<file path="src/include/gdcs_pkg.sv">
package gdcs_pkg;
   localparam int GDCS_CLK_HZ        = 50000000;
   localparam int GDCS_TIMEOUT_US    = 20;
   // Longest time rounds down
   localparam int GDCS_TIMEOUT_CYC   = GDCS_CLK_HZ / 1000000 * GDCS_TIMEOUT_US;
   localparam int GDCS_ADDR_W        = 18;
   localparam int GDCS_CNT_W         = 16;
   localparam int GDCS_TMR_W         = 10;
   localparam logic [GDCS_TMR_W-1:0] GDCS_TMR_LAST =
      GDCS_TMR_W'(GDCS_TIMEOUT_CYC - 1);
   localparam logic [GDCS_ADDR_W-1:0] GDCS_PTR_RST = 18'h00000;
   localparam logic [GDCS_CNT_W-1:0]  GDCS_CNT_RST = 16'h0000;
   localparam logic [GDCS_ADDR_W-1:0] GDCS_PTR_STEP = 18'h00001;

   typedef enum logic [3:0] {
      GDCS_S6, GDCS_S7, GDCS_S8, GDCS_S9, GDCS_S10,
      GDCS_S11, GDCS_S12, GDCS_S13, GDCS_S14, GDCS_S15
   } gdcs_state_type;
endpackage

</file>
<file path="src/gdcs_sequencer.sv">
`timescale 1ns/1ps
// Overview of operation
// - State 9: SACK, wait NPG and BBSY negated
// - Burst hold with bus held: 7 to 10
// - State 10 drives pointer; read talking, write listening
// - State 10: BBSY, start timer, drop NPR
// - State 10 holds grant capture cleared
// - State 11: drop SACK, MSYN, await SSYN
// - Timeout without SSYN: error, stop transfer
// - Slow instrument timeout sets no error flag
// - Timer stopped at 12 unless burst hold
// - Cleared start lets timer expire, releasing BBSY
// - State 12: drop MSYN, clear valid or load buffer
// - State 12 sets complete on overflow or end
// - State 12 triggers source or acceptor handshake
// - Leaving 12 removes address and data
// - State 13 steps pointer once, then 14
// - State 14 counts bytes; packed to 6
// - Unpacked state 15 steps pointer again, to 6
// - Idle 6 starts on start plus ready
// - State 8 asserts NPR, waits for NPG
module gdcs_sequencer
   import gdcs_pkg::*;
(
   input  wire logic                   clk,
   input  wire logic                   reset,
   // Configuration, same clock domain
   input  wire logic                   start_set,
   input  wire logic                   burst_hold_mode,
   input  wire logic                   two_byte_word_mode,
   input  wire logic                   direction_to_memory,
   input  wire logic                   count_down,
   input  wire logic                   suppress_end_flag,
   input  wire logic                   end_seen_flag,
   input  wire logic                   talker_buffer_empty,
   input  wire logic                   listener_byte_valid,
   input  wire logic                   error_clear,
   input  wire logic                   ptr_load,
   input  wire logic [GDCS_ADDR_W-1:0] ptr_load_value,
   input  wire logic                   cnt_load,
   input  wire logic [GDCS_CNT_W-1:0]  cnt_load_value,
   // Host bus pins
   input  wire logic                   npg_in,
   input  wire logic                   bbsy_in,
   input  wire logic                   ssyn_in,
   input  wire logic [7:0]             host_data_in,
   output logic                        npr_out,
   output logic                        sack_out,
   output logic                        bbsy_out,
   output logic                        msyn_out,
   output logic [GDCS_ADDR_W-1:0]      host_addr_out,
   output logic                        host_addr_oe_n,
   output logic                        host_write_cycle,
   output logic                        host_data_oe_n,
   // Instrument bus side
   output logic [7:0]                  talker_buffer,
   output logic                        talker_load,
   output logic                        listener_clear,
   output logic                        source_start,
   output logic                        acceptor_start,
   // Status
   output logic                        start_transfer_bit,
   output logic                        transfer_complete_flag,
   output logic                        nonresponse_error_bit,
   output logic [GDCS_ADDR_W-1:0]      memory_pointer,
   output logic [GDCS_CNT_W-1:0]       byte_count,
   output logic                        count_overflow
);
   gdcs_state_type          state_ff;
   gdcs_state_type          nxt_state;
   logic                    npg_m_ff, npg_s_ff;
   logic                    bbsy_m_ff, bbsy_s_ff;
   logic                    ssyn_m_ff, ssyn_s_ff;
   logic                    grant_ff;
   logic                    npr_ff, sack_ff, bbsy_ff, msyn_ff;
   logic                    aoe_n_ff, doe_n_ff, wr_ff;
   logic [GDCS_ADDR_W-1:0]  addr_ff, ptr_ff;
   logic [GDCS_CNT_W-1:0]   cnt_ff;
   logic                    ovf_ff;
   logic [7:0]              tbuf_ff, data_m_ff, data_s_ff;
   logic                    tload_ff, lclr_ff, src_ff, acc_ff;
   logic                    go_ff, done_ff, err_ff;
   logic                    tmr_start, tmr_stop, tmr_run, tmr_exp;
   logic                    fail_now;
   logic [GDCS_ADDR_W-1:0]  ptr_step;

   assign npr_out                = npr_ff;
   assign sack_out               = sack_ff;
   assign bbsy_out               = bbsy_ff;
   assign msyn_out               = msyn_ff;
   assign host_addr_out          = addr_ff;
   assign host_addr_oe_n         = aoe_n_ff;
   assign host_write_cycle       = wr_ff;
   assign host_data_oe_n         = doe_n_ff;
   assign talker_buffer          = tbuf_ff;
   assign talker_load            = tload_ff;
   assign listener_clear         = lclr_ff;
   assign source_start           = src_ff;
   assign acceptor_start         = acc_ff;
   assign start_transfer_bit     = go_ff;
   assign transfer_complete_flag = done_ff;
   assign nonresponse_error_bit  = err_ff;
   assign memory_pointer         = ptr_ff;
   assign byte_count             = cnt_ff;
   assign count_overflow         = ovf_ff;

   // Bus pins are asynchronous to clk; data settles before SSYN is seen
   always_ff @(posedge clk or posedge reset)
   begin
      if (reset)
      begin
         {npg_m_ff, npg_s_ff}   <= 2'h0;
         {bbsy_m_ff, bbsy_s_ff} <= 2'h0;
         {ssyn_m_ff, ssyn_s_ff} <= 2'h0;
         {data_m_ff, data_s_ff} <= 16'h0000;
      end
      else
      begin
         npg_m_ff  <= npg_in;
         npg_s_ff  <= npg_m_ff;
         bbsy_m_ff <= bbsy_in;
         bbsy_s_ff <= bbsy_m_ff;
         ssyn_m_ff <= ssyn_in;
         ssyn_s_ff <= ssyn_m_ff;
         data_m_ff <= host_data_in;
         data_s_ff <= data_m_ff;
      end
   end

   gdcs_timer u_timer
   (
      .clk     (clk),
      .reset   (reset),
      .start   (tmr_start),
      .stop    (tmr_stop),
      .running (tmr_run),
      .expired (tmr_exp)
   );

   assign tmr_start = (state_ff == GDCS_S10);
   assign tmr_stop  = (state_ff == GDCS_S12) && !burst_hold_mode;
   assign fail_now  = (state_ff == GDCS_S11) && tmr_exp && !ssyn_s_ff;
   assign ptr_step  = count_down ? ptr_ff - GDCS_PTR_STEP
                                 : ptr_ff + GDCS_PTR_STEP;

   always_comb
   begin
      nxt_state = state_ff;
      case (state_ff)
         GDCS_S6:
            if (go_ff && (direction_to_memory ? listener_byte_valid
                                              : talker_buffer_empty))
               nxt_state = GDCS_S7;
         GDCS_S7:
            nxt_state = (burst_hold_mode && bbsy_ff) ? GDCS_S10
                                                     : GDCS_S8;
         GDCS_S8:
            if (grant_ff)
               nxt_state = GDCS_S9;
         GDCS_S9:
            if (!npg_s_ff && !bbsy_s_ff)
               nxt_state = GDCS_S10;
         GDCS_S10: nxt_state = GDCS_S11;
         GDCS_S11:
            if (ssyn_s_ff || tmr_exp)
               nxt_state = GDCS_S12;
         GDCS_S12: nxt_state = GDCS_S13;
         GDCS_S13: nxt_state = GDCS_S14;
         GDCS_S14:
            nxt_state = two_byte_word_mode ? GDCS_S6 : GDCS_S15;
         GDCS_S15: nxt_state = GDCS_S6;
         default:  nxt_state = GDCS_S6;
      endcase
   end

   always_ff @(posedge clk or posedge reset)
   begin
      if (reset)
         state_ff <= GDCS_S6;
      else
         state_ff <= nxt_state;
   end

   always_ff @(posedge clk or posedge reset)
   begin
      if (reset)
      begin
         npr_ff   <= 1'b0;
         sack_ff  <= 1'b0;
         grant_ff <= 1'b0;
      end
      else
      begin
         if (state_ff == GDCS_S8)
            npr_ff <= 1'b1;
         else if (state_ff == GDCS_S10)
            npr_ff <= 1'b0;
         if (state_ff == GDCS_S9)
            sack_ff <= 1'b1;
         else if (state_ff == GDCS_S11)
            sack_ff <= 1'b0;
         // Others' grants must not be caught while we own the bus
         if (state_ff == GDCS_S10 || state_ff == GDCS_S6)
            grant_ff <= 1'b0;
         else if (state_ff == GDCS_S8 && npg_s_ff)
            grant_ff <= 1'b1;
      end
   end

   // Bus ownership; in burst hold BBSY is kept until timer lapses
   always_ff @(posedge clk or posedge reset)
   begin
      if (reset)
         bbsy_ff <= 1'b0;
      else if (state_ff == GDCS_S10)
         bbsy_ff <= 1'b1;
      else if (state_ff == GDCS_S6 && (!burst_hold_mode || !tmr_run))
         bbsy_ff <= 1'b0;
   end

   always_ff @(posedge clk or posedge reset)
   begin
      if (reset)
      begin
         msyn_ff  <= 1'b0;
         addr_ff  <= GDCS_PTR_RST;
         aoe_n_ff <= 1'b1;
         doe_n_ff <= 1'b1;
         wr_ff    <= 1'b0;
      end
      else
      begin
         if (state_ff == GDCS_S10)
         begin
            addr_ff  <= ptr_ff;
            aoe_n_ff <= 1'b0;
            wr_ff    <= direction_to_memory;
            doe_n_ff <= !direction_to_memory;
         end
         else if (state_ff == GDCS_S12)
         begin
            aoe_n_ff <= 1'b1;
            doe_n_ff <= 1'b1;
         end
         if (state_ff == GDCS_S11)
            msyn_ff <= 1'b1;
         else if (state_ff == GDCS_S12)
            msyn_ff <= 1'b0;
      end
   end

   // Byte movement and handshake triggers, one-cycle pulses
   always_ff @(posedge clk or posedge reset)
   begin
      if (reset)
      begin
         tbuf_ff  <= 8'h00;
         tload_ff <= 1'b0;
         lclr_ff  <= 1'b0;
         src_ff   <= 1'b0;
         acc_ff   <= 1'b0;
      end
      else
      begin
         tload_ff <= (state_ff == GDCS_S12) && !direction_to_memory;
         lclr_ff  <= (state_ff == GDCS_S12) && direction_to_memory;
         src_ff   <= (state_ff == GDCS_S12) && !direction_to_memory;
         acc_ff   <= (state_ff == GDCS_S12) && direction_to_memory;
         if (state_ff == GDCS_S12 && !direction_to_memory)
            tbuf_ff <= data_s_ff;
      end
   end

   always_ff @(posedge clk or posedge reset)
   begin
      if (reset)
         ptr_ff <= GDCS_PTR_RST;
      else if (ptr_load)
         ptr_ff <= ptr_load_value;
      else if (state_ff == GDCS_S13 || state_ff == GDCS_S15)
         ptr_ff <= ptr_step;
   end

   always_ff @(posedge clk or posedge reset)
   begin
      if (reset)
      begin
         cnt_ff <= GDCS_CNT_RST;
         ovf_ff <= 1'b0;
      end
      else if (cnt_load)
      begin
         cnt_ff <= cnt_load_value;
         ovf_ff <= 1'b0;
      end
      else if (state_ff == GDCS_S14 && !ovf_ff)
      begin
         cnt_ff <= cnt_ff + 1'b1;
         ovf_ff <= (cnt_ff == {GDCS_CNT_W{1'b1}});
      end
   end

   // Status flags; hardware set or clear wins over software clear or set
   always_ff @(posedge clk or posedge reset)
   begin
      if (reset)
      begin
         go_ff   <= 1'b0;
         done_ff <= 1'b0;
         err_ff  <= 1'b0;
      end
      else
      begin
         if (fail_now)
            err_ff <= 1'b1;
         else if (error_clear)
            err_ff <= 1'b0;
         if (state_ff == GDCS_S12)
            done_ff <= ovf_ff || (!suppress_end_flag && end_seen_flag);
         else if (start_set)
            done_ff <= 1'b0;
         if (fail_now || (state_ff == GDCS_S12 && (ovf_ff ||
             (!suppress_end_flag && end_seen_flag))))
            go_ff <= 1'b0;
         else if (start_set)
            go_ff <= 1'b1;
      end
   end
endmodule

</file>
<file path="src/gdcs_timer.sv">
`timescale 1ns/1ps
// No-response timer: retriggerable only while idle, counts device clocks
module gdcs_timer
   import gdcs_pkg::*;
(
   input  wire logic clk,
   input  wire logic reset,
   input  wire logic start,
   input  wire logic stop,
   output logic      running,
   output logic      expired
);
   logic [GDCS_TMR_W-1:0] count_ff;
   logic                  run_ff;
   logic                  exp_ff;

   assign running = run_ff;
   assign expired = exp_ff;

   always_ff @(posedge clk or posedge reset)
   begin
      if (reset)
      begin
         run_ff   <= 1'b0;
         count_ff <= '0;
         exp_ff   <= 1'b0;
      end
      else if (stop)
      begin
         run_ff <= 1'b0;
         exp_ff <= 1'b0;
      end
      else if (start && !run_ff)
      begin
         run_ff   <= 1'b1;
         count_ff <= '0;
         exp_ff   <= 1'b0;
      end
      else if (run_ff)
      begin
         if (count_ff == GDCS_TMR_LAST)
         begin
            run_ff <= 1'b0;
            exp_ff <= 1'b1;
         end
         else
            count_ff <= count_ff + 1'b1;
      end
   end
endmodule

</file>
<file path="config.mk">
export PLATFORM = sky130hd
export DESIGN_NAME = gdcs_sequencer
export DESIGN_NICKNAME = d
export VERILOG_FILES = /design/src/include/gdcs_pkg.sv /design/src/gdcs_sequencer.sv /design/src/gdcs_timer.sv
export SDC_FILE = /design/constraint.sdc
export NUM_CORES = 1
export LEC_CHECK = 0
export ABC_AREA = 1
export ABC_CLOCK_PERIOD_IN_PS = 5000
export BUFFER_PORTS_ARGS = -buffer_cell sky130_fd_sc_hd__buf_2
export CAP_MARGIN = 20
export CORE_ASPECT_RATIO = 1.2
export CORE_MARGIN = 2
export CORE_UTILIZATION = 30
export DETAILED_ROUTE_END_ITERATION = 7
export PLACE_DENSITY = 0.54
export SLEW_MARGIN = 25
export SYNTH_ARGS = -nofsm -noshare
export SYNTH_HDL_FRONTEND = slang
export SYNTH_SLANG_ARGS = --single-unit
</file>
<file path="constraint.sdc">
create_clock -name clk -period 5 [get_ports clk]
set_input_delay 0.75 -clock clk [delete_from_list [all_inputs] [get_ports clk]]
set_output_delay 0.75 -clock clk [all_outputs]
set_load 0.05 [all_outputs]
</file>
**Yosys cells after proc, flatten, opt, wreduce, memory -nomap -nowiden**

Index checks and enable logic that the tools add are counted.

- $add $sub $neg: 4
- Equality and inequality tests: 16
- Multiplexer cells: 45
- Bitwise logic cells: 1
- Reduce and logical (&&, ||, !) cells: 46

Operators by type and width:

| kind | number |
|---|---|
| 2-to-1 mux 18 bit | 3 |
| case mux 4 bit (9 select lines) | 1 |
| 2-to-1 mux 16 bit | 2 |
| 2-to-1 mux 1 bit | 30 |
| 2-to-1 mux 10 bit | 3 |
| nonzero test 2 bit | 12 |
| 2-to-1 mux 4 bit | 5 |
| adder 18 x 1 -> 18 bit, second input constant | 1 |
| subtractor 18 x 1 -> 18 bit, second input constant | 1 |
| adder 16 x 1 -> 16 bit, second input constant | 1 |
| == test 16 bit, second input constant | 1 |
| == test 4 x 3 -> 1 bit, second input constant | 4 |
| logical AND 1 bit | 14 |
| adder 10 x 1 -> 10 bit, second input constant | 1 |
| == test 10 bit, second input constant | 1 |
| == test 4 x 2 -> 1 bit, second input constant | 2 |
| == test 4 bit, second input constant | 2 |
| logical NOT 1 bit | 8 |
| != test 2 bit, second input constant | 4 |
| logical OR 1 bit | 6 |
| nonzero test 3 bit | 2 |
| == test 4 x 1 -> 1 bit, second input constant | 1 |
| logical NOT 4 bit | 1 |
| AND reduction 4 bit | 1 |
| other kinds (5) | 5 |

- Register bits: 112
- Bits of input ports: 59

**Logic depth before layout (Yosys ltp)**

Gate-level depths: netlist of the first run.

- Depth in word-level cells: 6
- Mapped depth: 13
- Gate-level depth less buffers: 13

**Modules after synthesis**

From an unflattened synthesis of the first run, not the netlist that was laid out.

- Cell total of the unflattened synthesis: 752
- Area, all modules: 5943.2 um2

Modules (own cells, without submodules):

| module | instances | cells each | area each (um2) | sequential area each (um2) |
|---|---|---|---|---|
| gdcs_sequencer | 1 | 660 | 5236.3 | 2504.9 |
| gdcs_timer | 1 | 92 | 706.9 | 300.3 |

**Worst setup path before layout of the first run**

OpenSTA, ideal clock, no wires.

- Path kind: input to register
- Start: input port count_down
- End: register ptr_ff[17] (netlist: memory_pointer[17])
- Library setup time: 118 ps
- Arrival time: 1847 ps
- Slack: 3035 ps
- Stages on the path: 11
- Cell sequence: ha_1 > a21oi_1 > nand2_1 > nand2_1 > nand3_1 > nand2_1 > nand2_1 > nand2_1 > nand3_1 > nand2_1 > nand2_1

- Longest elaborated chain between the ends: 3

Ends and longest elaborated chain:

| element | line | RTL |
|---|---|---|
| start, declared | gdcs_sequencer.sv:32 | `input wire logic count_down,` |
| 2-to-1 mux 18 bit | gdcs_sequencer.sv:143 | `assign ptr_step = count_down ? ptr_ff - GDCS_PTR_STEP` |
| 2-to-1 mux 18 bit | gdcs_sequencer.sv:280 | `else if (state_ff == GDCS_S13 \|\| state_ff == GDCS_S15)` |
| 2-to-1 mux 18 bit | gdcs_sequencer.sv:278 | `else if (ptr_load)` |
| end signal, assigned | gdcs_sequencer.sv:279 | `ptr_ff <= ptr_load_value;` |
| end signal, assigned | gdcs_sequencer.sv:281 | `ptr_ff <= ptr_step;` |
| end, declared | gdcs_sequencer.sv:77 | `logic [GDCS_ADDR_W-1:0] addr_ff, ptr_ff;` |

Every way passes these cells. The select of a mux whose other input is x is not followed.
A chain may end at the register's enable or synchronous reset.

**Worst setup path in the final report of the first run**

Ends and elaborated chain as after synthesis.

==> metrics.txt, run 1 <==
Int Power=between 2 and 2.5 mW; Critical Path Source Type=input pin; max-cap viol count=0; post-DR vias/cell=about 4.5; worst hold slack=approximately 350 ps; number of global-route vias before repair=~5.0k; final std cells w/o fill=1143; setup TNS=0 ps; placed instance count=1126; status=finished, final reports clean; Initial DRC Count=approximately 230; # setup viols final=0; Finished Core Util=36.81%; antenna violations before repair=1; GRT overflow=0; CTS H-tree depth=3; drt pass-1 iters=4; Reg2Reg Launch Point=state_ff[3]; most frequent CP cell=nand2_1; min cycle time layout=between 2000 and 2500 ps; launch point of the worst hold path=data_m_ff[3]; core footprint=approximately 19000 sq um; nets=about 950; worst clock skew=roughly 16 ps; most frequent cells in the layout=nand2_1, buf_2, dfrtp_1, inv_1, nand3_1; met3 wire length=between 400 and 500 microns; Die Span Y=around 160 microns; register area share after synthesis=around 48%; worst slew pin tran=roughly 760 ps; wire per inst=between 10 and 15 microns; antenna viol nets, final=0; sequential power share=~32%; Layout area overhead=21.00%; total die area=~21000 sq um; Gate Count Post-Synth=745; Fin. Hold Viols=0; CTS root buf=clkbuf_16; Initial Util=a little under a third; most common cell after layout, fill and taps aside=nand2_1; Worst Path Buf+Inv=1; CP cell instances=buf_2, ha_1, a21oi_1, nand2_1, nand2_1, nand3_1, nand2_1, nand2_1, nand2_1, nand3_1, nand2_1, nand2_1; Post-CTS Setup Bufs=0; Pwr Total=4.362 mW; clk slew on worst S/H paths=roughly 80 ps; reg2reg end=u_timer.count_ff[2]; Worst R2R Path Depth=8; fmax=about 0.47 GHz; top layer in use=met4; CTS tree=built; die span in x=between 100 and 150 microns; Inserted Clock Buffers=9; crit-path max FO=18; Worst EP required=roughly 5300 ps; Crit path max-delay family=simple AND/OR/NAND/NOR gates; WL met2=roughly 7700 microns; r2r setup slk=about 3100 ps; number of cells on the worst hold path=0; combinational power share=about half; Tcrit/Tclk final=~43%; Post-synth EDFFs=0; Clock Latency Late Sink=360 ps; post-CTS sizing=0; setup repair after global routing missed its margin=no; kind of critical path=input pin to flip-flop; NetSw=between 2 and 2.5 mW; Synth Cell Area=5904 sq um; Post-synth top flop=dfrtp_1; clk sinks=between 100 and 150; Net Sw Frac=51.23%; YS warnings=0; Clock Tree Buf Depth=2; port bufs=roughly 130; drt total wl=roughly 15000 microns; normalized max-slew margin=between 40% and 50%; wl on met1=between 7000 and 8000 microns; Async SR Flop Fraction=100.0%; Seq cells post-synth=112; Max IR drop VDD=about 0.22 mV; Hold Crit Endpoint=data_s_ff[3]; WP data arrival=~2400 ps; CP peak stage delay=370 ps; hold buffers post-CTS=0; Top-Level Pins=134; Final HPWL DP=between 10000 and 15000 microns; syn nets=823; vias=5197; Placer Congestion=0.8633; library cells used by synthesis=44; # rows=56; leakage power=3.770 nW; first-pass GRT wire length=25400 microns; residual DRC count=0; Total Routing Usage GR=about 15%; Hold WC Path Type=flip-flop to flip-flop; crit end category=flip-flop; syn avg cell area=around 8 sq um; CP max stage cell=buf_2; Power Density=just over 600 nW/um^2; Final Max Tran Viols=0; pin count of the biggest net entering global routing=between 60 and 70; clock share of power=between 15 and 20%; share of layout cells above drive strength 1=between 20% and 30%
power by group through the flow:
stage               logic [mW]  registers [mW]  clock network [mW]
floorplan                 1.03            2.07                   0
global placement          2.21            1.43                   0
detailed placement        2.23            1.43                   0
CTS                       2.23            1.41               0.781
global route              2.43            1.45               0.825
finish                    2.21            1.40               0.752
Yosys cell counts (all sizes together), types with 2 or more instances:
master	n	area share, %
nand3	54	4.7
buf	11	1.1
xor2	15	2.2
nor4	4	0.42
clkbuf	3	0.19
a211oi	3	0.38
xnor2	5	0.74
nor3	13	1.3
nand2	245	16
o21ai	58	5.1
inv	92	5.8
dfstp	2	0.89
and2	2	0.21
a21oi	22	1.9
ha	18	3.8
o22ai	3	0.32
nor2	55	4.3
o221ai	2	0.30
o211ai	11	1.4
a31oi	3	0.32
dfrtp	110	47
nand4	5	0.53
metrics by stage:
step / worst slack (ps) / cell area [sq um]
finish: 2859 / 7144
global route: 2666 / 7144
CTS: 2847 / 7142
detailed placement: 2456 / 6828
global placement: 2494 / 6828
floorplan: 1294 / 5904
per-layer routing:
| layer | vias up | GRT usage (%) |
|---|---|---|
| li1 | 2682 | - |
| met1 | 2400 | 19.13 |
| met2 | 95 | 26.66 |
| met3 | 20 | 2.690 |
| met4 | 0 | 5.072 |
| met5 | - | 0 |
area by class of cell:
class	instances	area, sq um
inverter	93	351.6
clock buffer	9	225.2
antenna	1	2.502
tap	261	326.6
multi-input combinational	526	2671
timing repair buffer	134	673.1
clock inverter	7	88.84
sequential	112	2805
fill	2128	12260
worst max-delay path by stage:
| stage | from | endpoint | slack [ps] | depth (start not counted) |
|---|---|---|---|---|
| global placement | count_down | memory_pointer[13] | 2490 | 12 |
| floorplan | reset | acceptor_start | 1290 | 1 |
| detailed placement | count_down | memory_pointer[13] | 2460 | 12 |
| CTS | count_down | memory_pointer[17] | 2850 | 12 |
| global route | count_down | memory_pointer[13] | 2670 | 14 |
| finish | count_down | memory_pointer[17] | 2860 | 12 |
cells by family after synthesis:
family / Yosys count / share of synthesized area [%]
compound gates: 107 / 10.38
xor+xnor: 20 / 2.967
fa+ha+maj: 19 / 4.154
buf+inv: 107 / 7.247
flops: 112 / 47.51
simple gates: 380 / 27.74
worst register-to-register path, delay by kind of cell (launching register included):
kind | cells | cell delay, ps
flip-flops | 1 | 450
AO/OA/AOI/OAI | 2 | 200
buffers and inverters | 3 | 480
AND/OR/NAND/NOR | 3 | 700
state kept, by name, indices dropped and copies added (netlist names), 4 cells and up:
| signal | flops |
|---|---|
| host_addr_out | 18 |
| data_m_ff | 8 |
| talker_buffer | 8 |
| byte_count | 16 |
| state_ff | 4 |
| data_s_ff | 8 |
| u_timer.count_ff | 10 |
| memory_pointer | 18 |
Power figures use the tool's default switching activity.
==> run 2, diff against run 1 <==
ABC_AREA = 0   (was 1)
ABC_CLOCK_PERIOD_IN_PS = 2009   (was 5000)
PLACE_DENSITY = 0.55   (was 0.54)
clock period = 2.01 ns   (was 5 ns; I/O delays follow)
==> metrics.txt, run 2 <==
status=finished with violations; failing checks=setup timing; Initial DRC Count=212; Synth Cell Area=5394 sq um; Power Density=about 1700 nW/um^2; drt total wl=14780 microns; Gate Count Post-Synth=516; Die Span Y=between 150 and 200 microns; syn nets=594; pin count of the biggest net entering global routing=53; register area share after synthesis=between 50% and 60%; max-cap viol count=0; antenna viol nets, final=0; normalized max-slew margin=63.83%; WP data arrival=about 2300 ps; Placer Congestion=roughly 0.86; Max IR drop VDD=approximately 0.60 mV; clk slew on worst S/H paths=90 ps; Post-synth top flop=dfrtp_1; fin worst setup slack=-76.75 ps; min cycle time layout=roughly 2100 ps; Top-Level Pins=134; GRT overflow=0; Setup WS pre-CTS=-305.2 ps; nets=799; count leader, synth=dfrtp_1; crit-path max FO=4; CTS root buf=clkbuf_16; total die area=roughly 19000 sq um; Inserted Clock Buffers=9; share of layout cells above drive strength 1=44.08%; Post-synth top cells=dfrtp_1, nand2_1, nor2_1, a21oi_1, o21ai_0; # rows=53; Diodes inserted=0; setup repair after global routing missed its margin=yes; most common cell after layout, fill and taps aside=buf_2; Layout area overhead=38.90%; first-pass GRT wire length=24120 microns; Tcrit/Tclk final=103.8%; clk sinks=112; Final Max Tran Viols=0; Worst EP required=approximately 2300 ps; CTS tree=built; worst clock skew=roughly 12 ps; area leader, netlist=dfrtp_1; leakage power=3.452 nW; post-DR vias/cell=4.959; syn avg cell area=10.45 sq um; most frequent cells in the layout=buf_2, dfrtp_1, buf_4, nand2_1, nor2_1; # setup viols final=7; Clock Tree Buf Depth=2; Finished Core Util=a little over two fifths; drt pass-1 iters=4; fmax=0.4792 GHz; core footprint=roughly 18000 sq um; vias=about 4.7k; Post-synth EDFFs=0; antenna violations before repair=0; crit end category=flip-flop; CTS H-tree depth=3; port bufs=around 130; die span in x=126.4 microns; share of the synthesized area in the top cell type=51.03%; library cells used by synthesis=56; kind of critical path=flip-flop to flip-flop; Total Routing Usage GR=between 10% and 20%; Clock Latency Late Sink=approximately 370 ps; register area=between 2000 and 3000 sq um; residual DRC count=0; r2r setup slk=-80 ps; Fin. Hold Viols=0; fillers=between 1.5k and 2k; YS warnings=0; Final HPWL DP=10790 microns; Multi-input gate area=roughly 2700 sq um; number of global-route vias before repair=around 4.9k; wire per inst=approximately 16 microns; Hold WC Path Type=input pin to flip-flop; Critical Path Source Type=flip-flop; Synth area leaders=dfrtp_1, mux2_2, ha_1; Initial Util=a little under a third; Seq cells post-synth=~110; worst slew pin tran=around 540 ps; Async SR Flop Fraction=100.0%
run 2: power by group:
| group | total, mW | internal [mW] | switching, mW | leakage [nW] |
|---|---|---|---|---|
| clock | 1.94 | 0.921 | 1.02 | 0.156 |
| combinational | 6.96 | 2.64 | 4.31 | 1.96 |
| sequential | 3.54 | 2.98 | 0.557 | 1.34 |
| total | 12.4 | 6.54 | 5.90 | 3.45 |
run 2: critical path: stages, from the launching register on:
cell      delay [ps]
dfrtp_2          440
ha_1             320
a21oi_1          190
o21ai_0          190
nand3_1          170
o311ai_4         140
a311oi_2         260
xor2_1           180
a21oi_1           80
run 2: worst paths after layout:
path	startpoint	end	cells after the start
worst max-delay path	memory_pointer[9]	memory_pointer[16]	8
worst min-delay path	host_data_in[3]	data_m_ff[3]	1
worst max register to register	memory_pointer[9]	memory_pointer[16]	8
worst min register to register	data_m_ff[5]	data_s_ff[5]	0
max in group asynchronous	reset	host_data_oe_n	4
min in group asynchronous	reset	host_addr_out[4]	3
run 2: kinds of logic (layout without fill, tap and decap cells):
kind of cell,Yosys count,count (layout),share of synthesized area (%)
AO/OA/AOI/OAI,125,125,14.13
XOR/XNOR,34,34,5.521
buffers and inverters,29,239,2.273
multiplexers,33,33,6.773
adder cells (fa/ha/maj),19,19,4.547
AND/OR/NAND/NOR,164,164,14.75
flip-flops,112,112,52.01
run 2: area by class of cell:
cell class / instances / share of cell area [%]
repair buffers: 214 / 17.47
well taps: 220 / 3.674
flip-flops and latches: 112 / 37.63
inverters: 9 / 0.5010
clock buffers: 9 / 3.006
clock inverters: 7 / 1.286
multi-input cells: 375 / 36.44
run 2: through the flow:
stage / power [mW] / instance area [sq um] / cells / setup TNS (ps) / hold WS (ps)
after detailed placement: 10.11 / 6878 / 917 / -2409 / 334.7
after floorplan: 8.019 / 5492 / 516 / -398.6 / 331.2
after global placement: 9.965 / 6878 / 917 / -1500 / 331.9
after global routing: 13.23 / 7492 / 946 / -1873 / 7.838
after CTS: 12.37 / 7362 / 941 / -110.3 / 11.18
final: 12.44 / 7492 / 946 / -207.4 / 29.04
run 2: metal layers:
metal | vias to the layer above | share of wire [%] | track usage, %
met5 | - | 0 | 0
met4 | 0 | 1.8 | 5.659
met3 | 20 | 4.6 | 3.568
met2 | 123 | 52 | 28.32
met1 | 2304 | 42 | 18.73
li1 | 2244 | - | -
run 2: timing repair:
action	in CTS	in global routing
gates resized for setup	16	28
setup buffers	7	5
hold buffers	1	0
endpoints found under the hold margin	19	0
pin swaps	16	9
setup endpoints to repair	13	24
==> run 3, diff against run 2 <==
GPL_ROUTABILITY_DRIVEN = 0   (was unset)
SYNTH_HIERARCHICAL = 1   (was unset)
==> metrics.txt, run 3 <==
status=finished with violations; failing checks=setup timing; Worst EP required=approximately 2200 ps; crit end category=flip-flop; YS warnings=6; CTS tree=built; Final Max Tran Viols=0; Critical Path Source Type=flip-flop; CP max stage cell=dfrtp_2; Max IR drop VDD=around 0.54 mV; share of layout cells above drive strength 1=between 40 and 50%; post-DR vias/cell=between 4 and 5; first-pass GRT wire length=approximately 24000 microns; Post-synth top flop=dfrtp_1; Initial Util=a little under a third; fin worst setup slack=-175.1 ps; wire per inst=about 15 microns; Synth Cell Area=about 5700 sq um; syn avg cell area=between 10 and 15 sq um; most frequent cells in the layout=buf_2, dfrtp_1, buf_4, nand2_1, o21ai_0; # setup viols final=11; drt total wl=approximately 15000 microns; die span in x=129.3 microns; Final HPWL DP=about 11000 microns; CTS H-tree depth=3; WP data arrival=~2400 ps; Async SR Flop Fraction=100.0%; total die area=between 15000 and 20000 sq um; clk sinks=~110; reg2reg end=memory_pointer[16]; Clock Tree Buf Depth=2; leakage power=between 3 and 4 nW; Die Span Y=around 150 microns; worst slew pin tran=a little under 600 ps; Clock Latency Late Sink=between 300 and 400 ps; Top-Level Pins=134; number of cells on the worst hold path=1; library cells used by synthesis=67; clk slew on worst S/H paths=80 ps; r2r setup slk=-180 ps; Reg2Reg Launch Point=memory_pointer[0]; worst clock skew=between 10 and 15 ps; syn nets=approximately 620; final std cells w/o fill=roughly 1000; drt pass-1 iters=4; core footprint=18650 sq um; max-cap viol count=0; min cycle time layout=2185 ps; Initial DRC Count=213; Diodes inserted=0; GRT overflow=0; share of the synthesized area in the top cell type=roughly half; CP peak stage delay=about 430 ps; crit-path max FO=3; Worst R2R Path Depth=8; kind of critical path=flip-flop to flip-flop; Post-synth EDFFs=0; Post-synth top cells=dfrtp_1, nand2_1, o21ai_0, a21oi_1, mux2_2; antenna viol nets, final=0; normalized max-slew margin=60.45%; Layout area overhead=35.62%; DP Area=roughly 7200 sq um; vias=4802; Hold WC Path Type=input pin to flip-flop; Power Density=about 1300 nW/um^2; Crit path max-delay family=compound AO/OA/AOI/OAI gates; Tcrit/Tclk final=108.7%; number of global-route vias before repair=approximately 4.9k; Inserted Clock Buffers=9; design area=about 7700 sq um; Hold Crit Endpoint=data_m_ff[2]; nets=between 800 and 900; area leader, netlist=dfrtp_1; count leader, synth=dfrtp_1; Fin. Hold Viols=0; CP cell instances=fa_2, a211oi_2, o21bai_1, a21oi_2, o211ai_2, a311oi_2, xor2_1, a21oi_1; register area share after synthesis=~50%; Worst Path Buf+Inv=0; launch point of the worst hold path=host_data_in[2]; fmax=approximately 0.46 GHz; antenna violations before repair=0; pin count of the biggest net entering global routing=36; residual DRC count=0; # rows=55; Synth area leaders=dfrtp_1, mux2_2, ha_1; placed instance count=between 900 and 1k; CTS root buf=clkbuf_16; Seq cells post-synth=112; setup repair after global routing missed its margin=yes; Total Routing Usage GR=14.95%; most common cell after layout, fill and taps aside=buf_2; port bufs=approximately 130; Gate Count Post-Synth=between 500 and 600
## run 3: per-layer routing
metal | share of wire, % | global-route usage [%] | up-vias
met5 | 0 | 0 | -
met4 | 1.0 | 4.193 | 0
met3 | 4.2 | 2.283 | 12
met2 | 51 | 26.84 | 111
met1 | 44 | 18.41 | 2351
li1 | - | - | 2328
## run 3: cells by family after synthesis
family / share of synthesized area, %
compound gates: 15.55
xor+xnor: 4.027
fa+ha+maj: 4.336
buf+inv: 3.695
flops: 49.60
mux: 7.345
simple gates: 15.44
## run 3: area by class of cell
type / count / area (sq um)
clock buffers: 11 / 242.7
well taps: 256 / 320.3
repair buffers: 207 / 1309
fillers: 1793 / 10980
flip-flops and latches: 112 / 2821
inverters: 20 / 78.83
multi-input cells: 386 / 2856
clock inverters: 5 / 41.29
## run 3: worst max path at each step
stage                            from            endpoint  slack (ps)  cells after the start
floorplan           memory_pointer[0]  memory_pointer[16]        -210                      8
global placement           count_down  memory_pointer[16]        -290                      9
detailed placement         count_down  memory_pointer[13]        -340                      9
CTS                 memory_pointer[0]  memory_pointer[16]        -220                      8
global route        memory_pointer[0]  memory_pointer[12]        -300                      9
finish              memory_pointer[0]  memory_pointer[16]        -180                      8
## run 3: timing repair
action | 4_1_cts | 5_1_grt
gates resized for setup | 16 | 14
buffers inserted | 5 | 1
hold endpoints to repair | 3 | 0
hold buffers | 1 | 0
endpoints found under the setup margin | 12 | 22
gates cloned | 0 | 0
pin swaps | 9 | 9
## run 3: worst register-to-register path, cell delays in order (launching register included)
cell	delay [ps]
dfrtp_2	430
fa_2	400
a211oi_2	210
o21bai_1	100
a21oi_2	220
o211ai_2	170
a311oi_2	290
xor2_1	170
a21oi_1	80
## run 3: metrics by stage
step	utilization, %	total power, mW	setup TNS (ps)	setup slack (ps)	hold slack [ps]
finish	41.13	10.06	-1129	-175.1	53.27
global route	41.13	10.70	-2531	-304.9	44.44
CTS	40.73	10.11	-1218	-221.2	35.83
floorplan	-	6.720	-827.7	-214.7	166.2
detailed placement	38.57	8.213	-3130	-338.9	334.7
global placement	38.57	8.085	-2414	-291.6	333.1
## run 3: power breakdown
group          switching (mW)  internal, mW
logic                    3.20          1.82
registers               0.457          2.85
clock network           0.849         0.888
total                    4.50          5.56
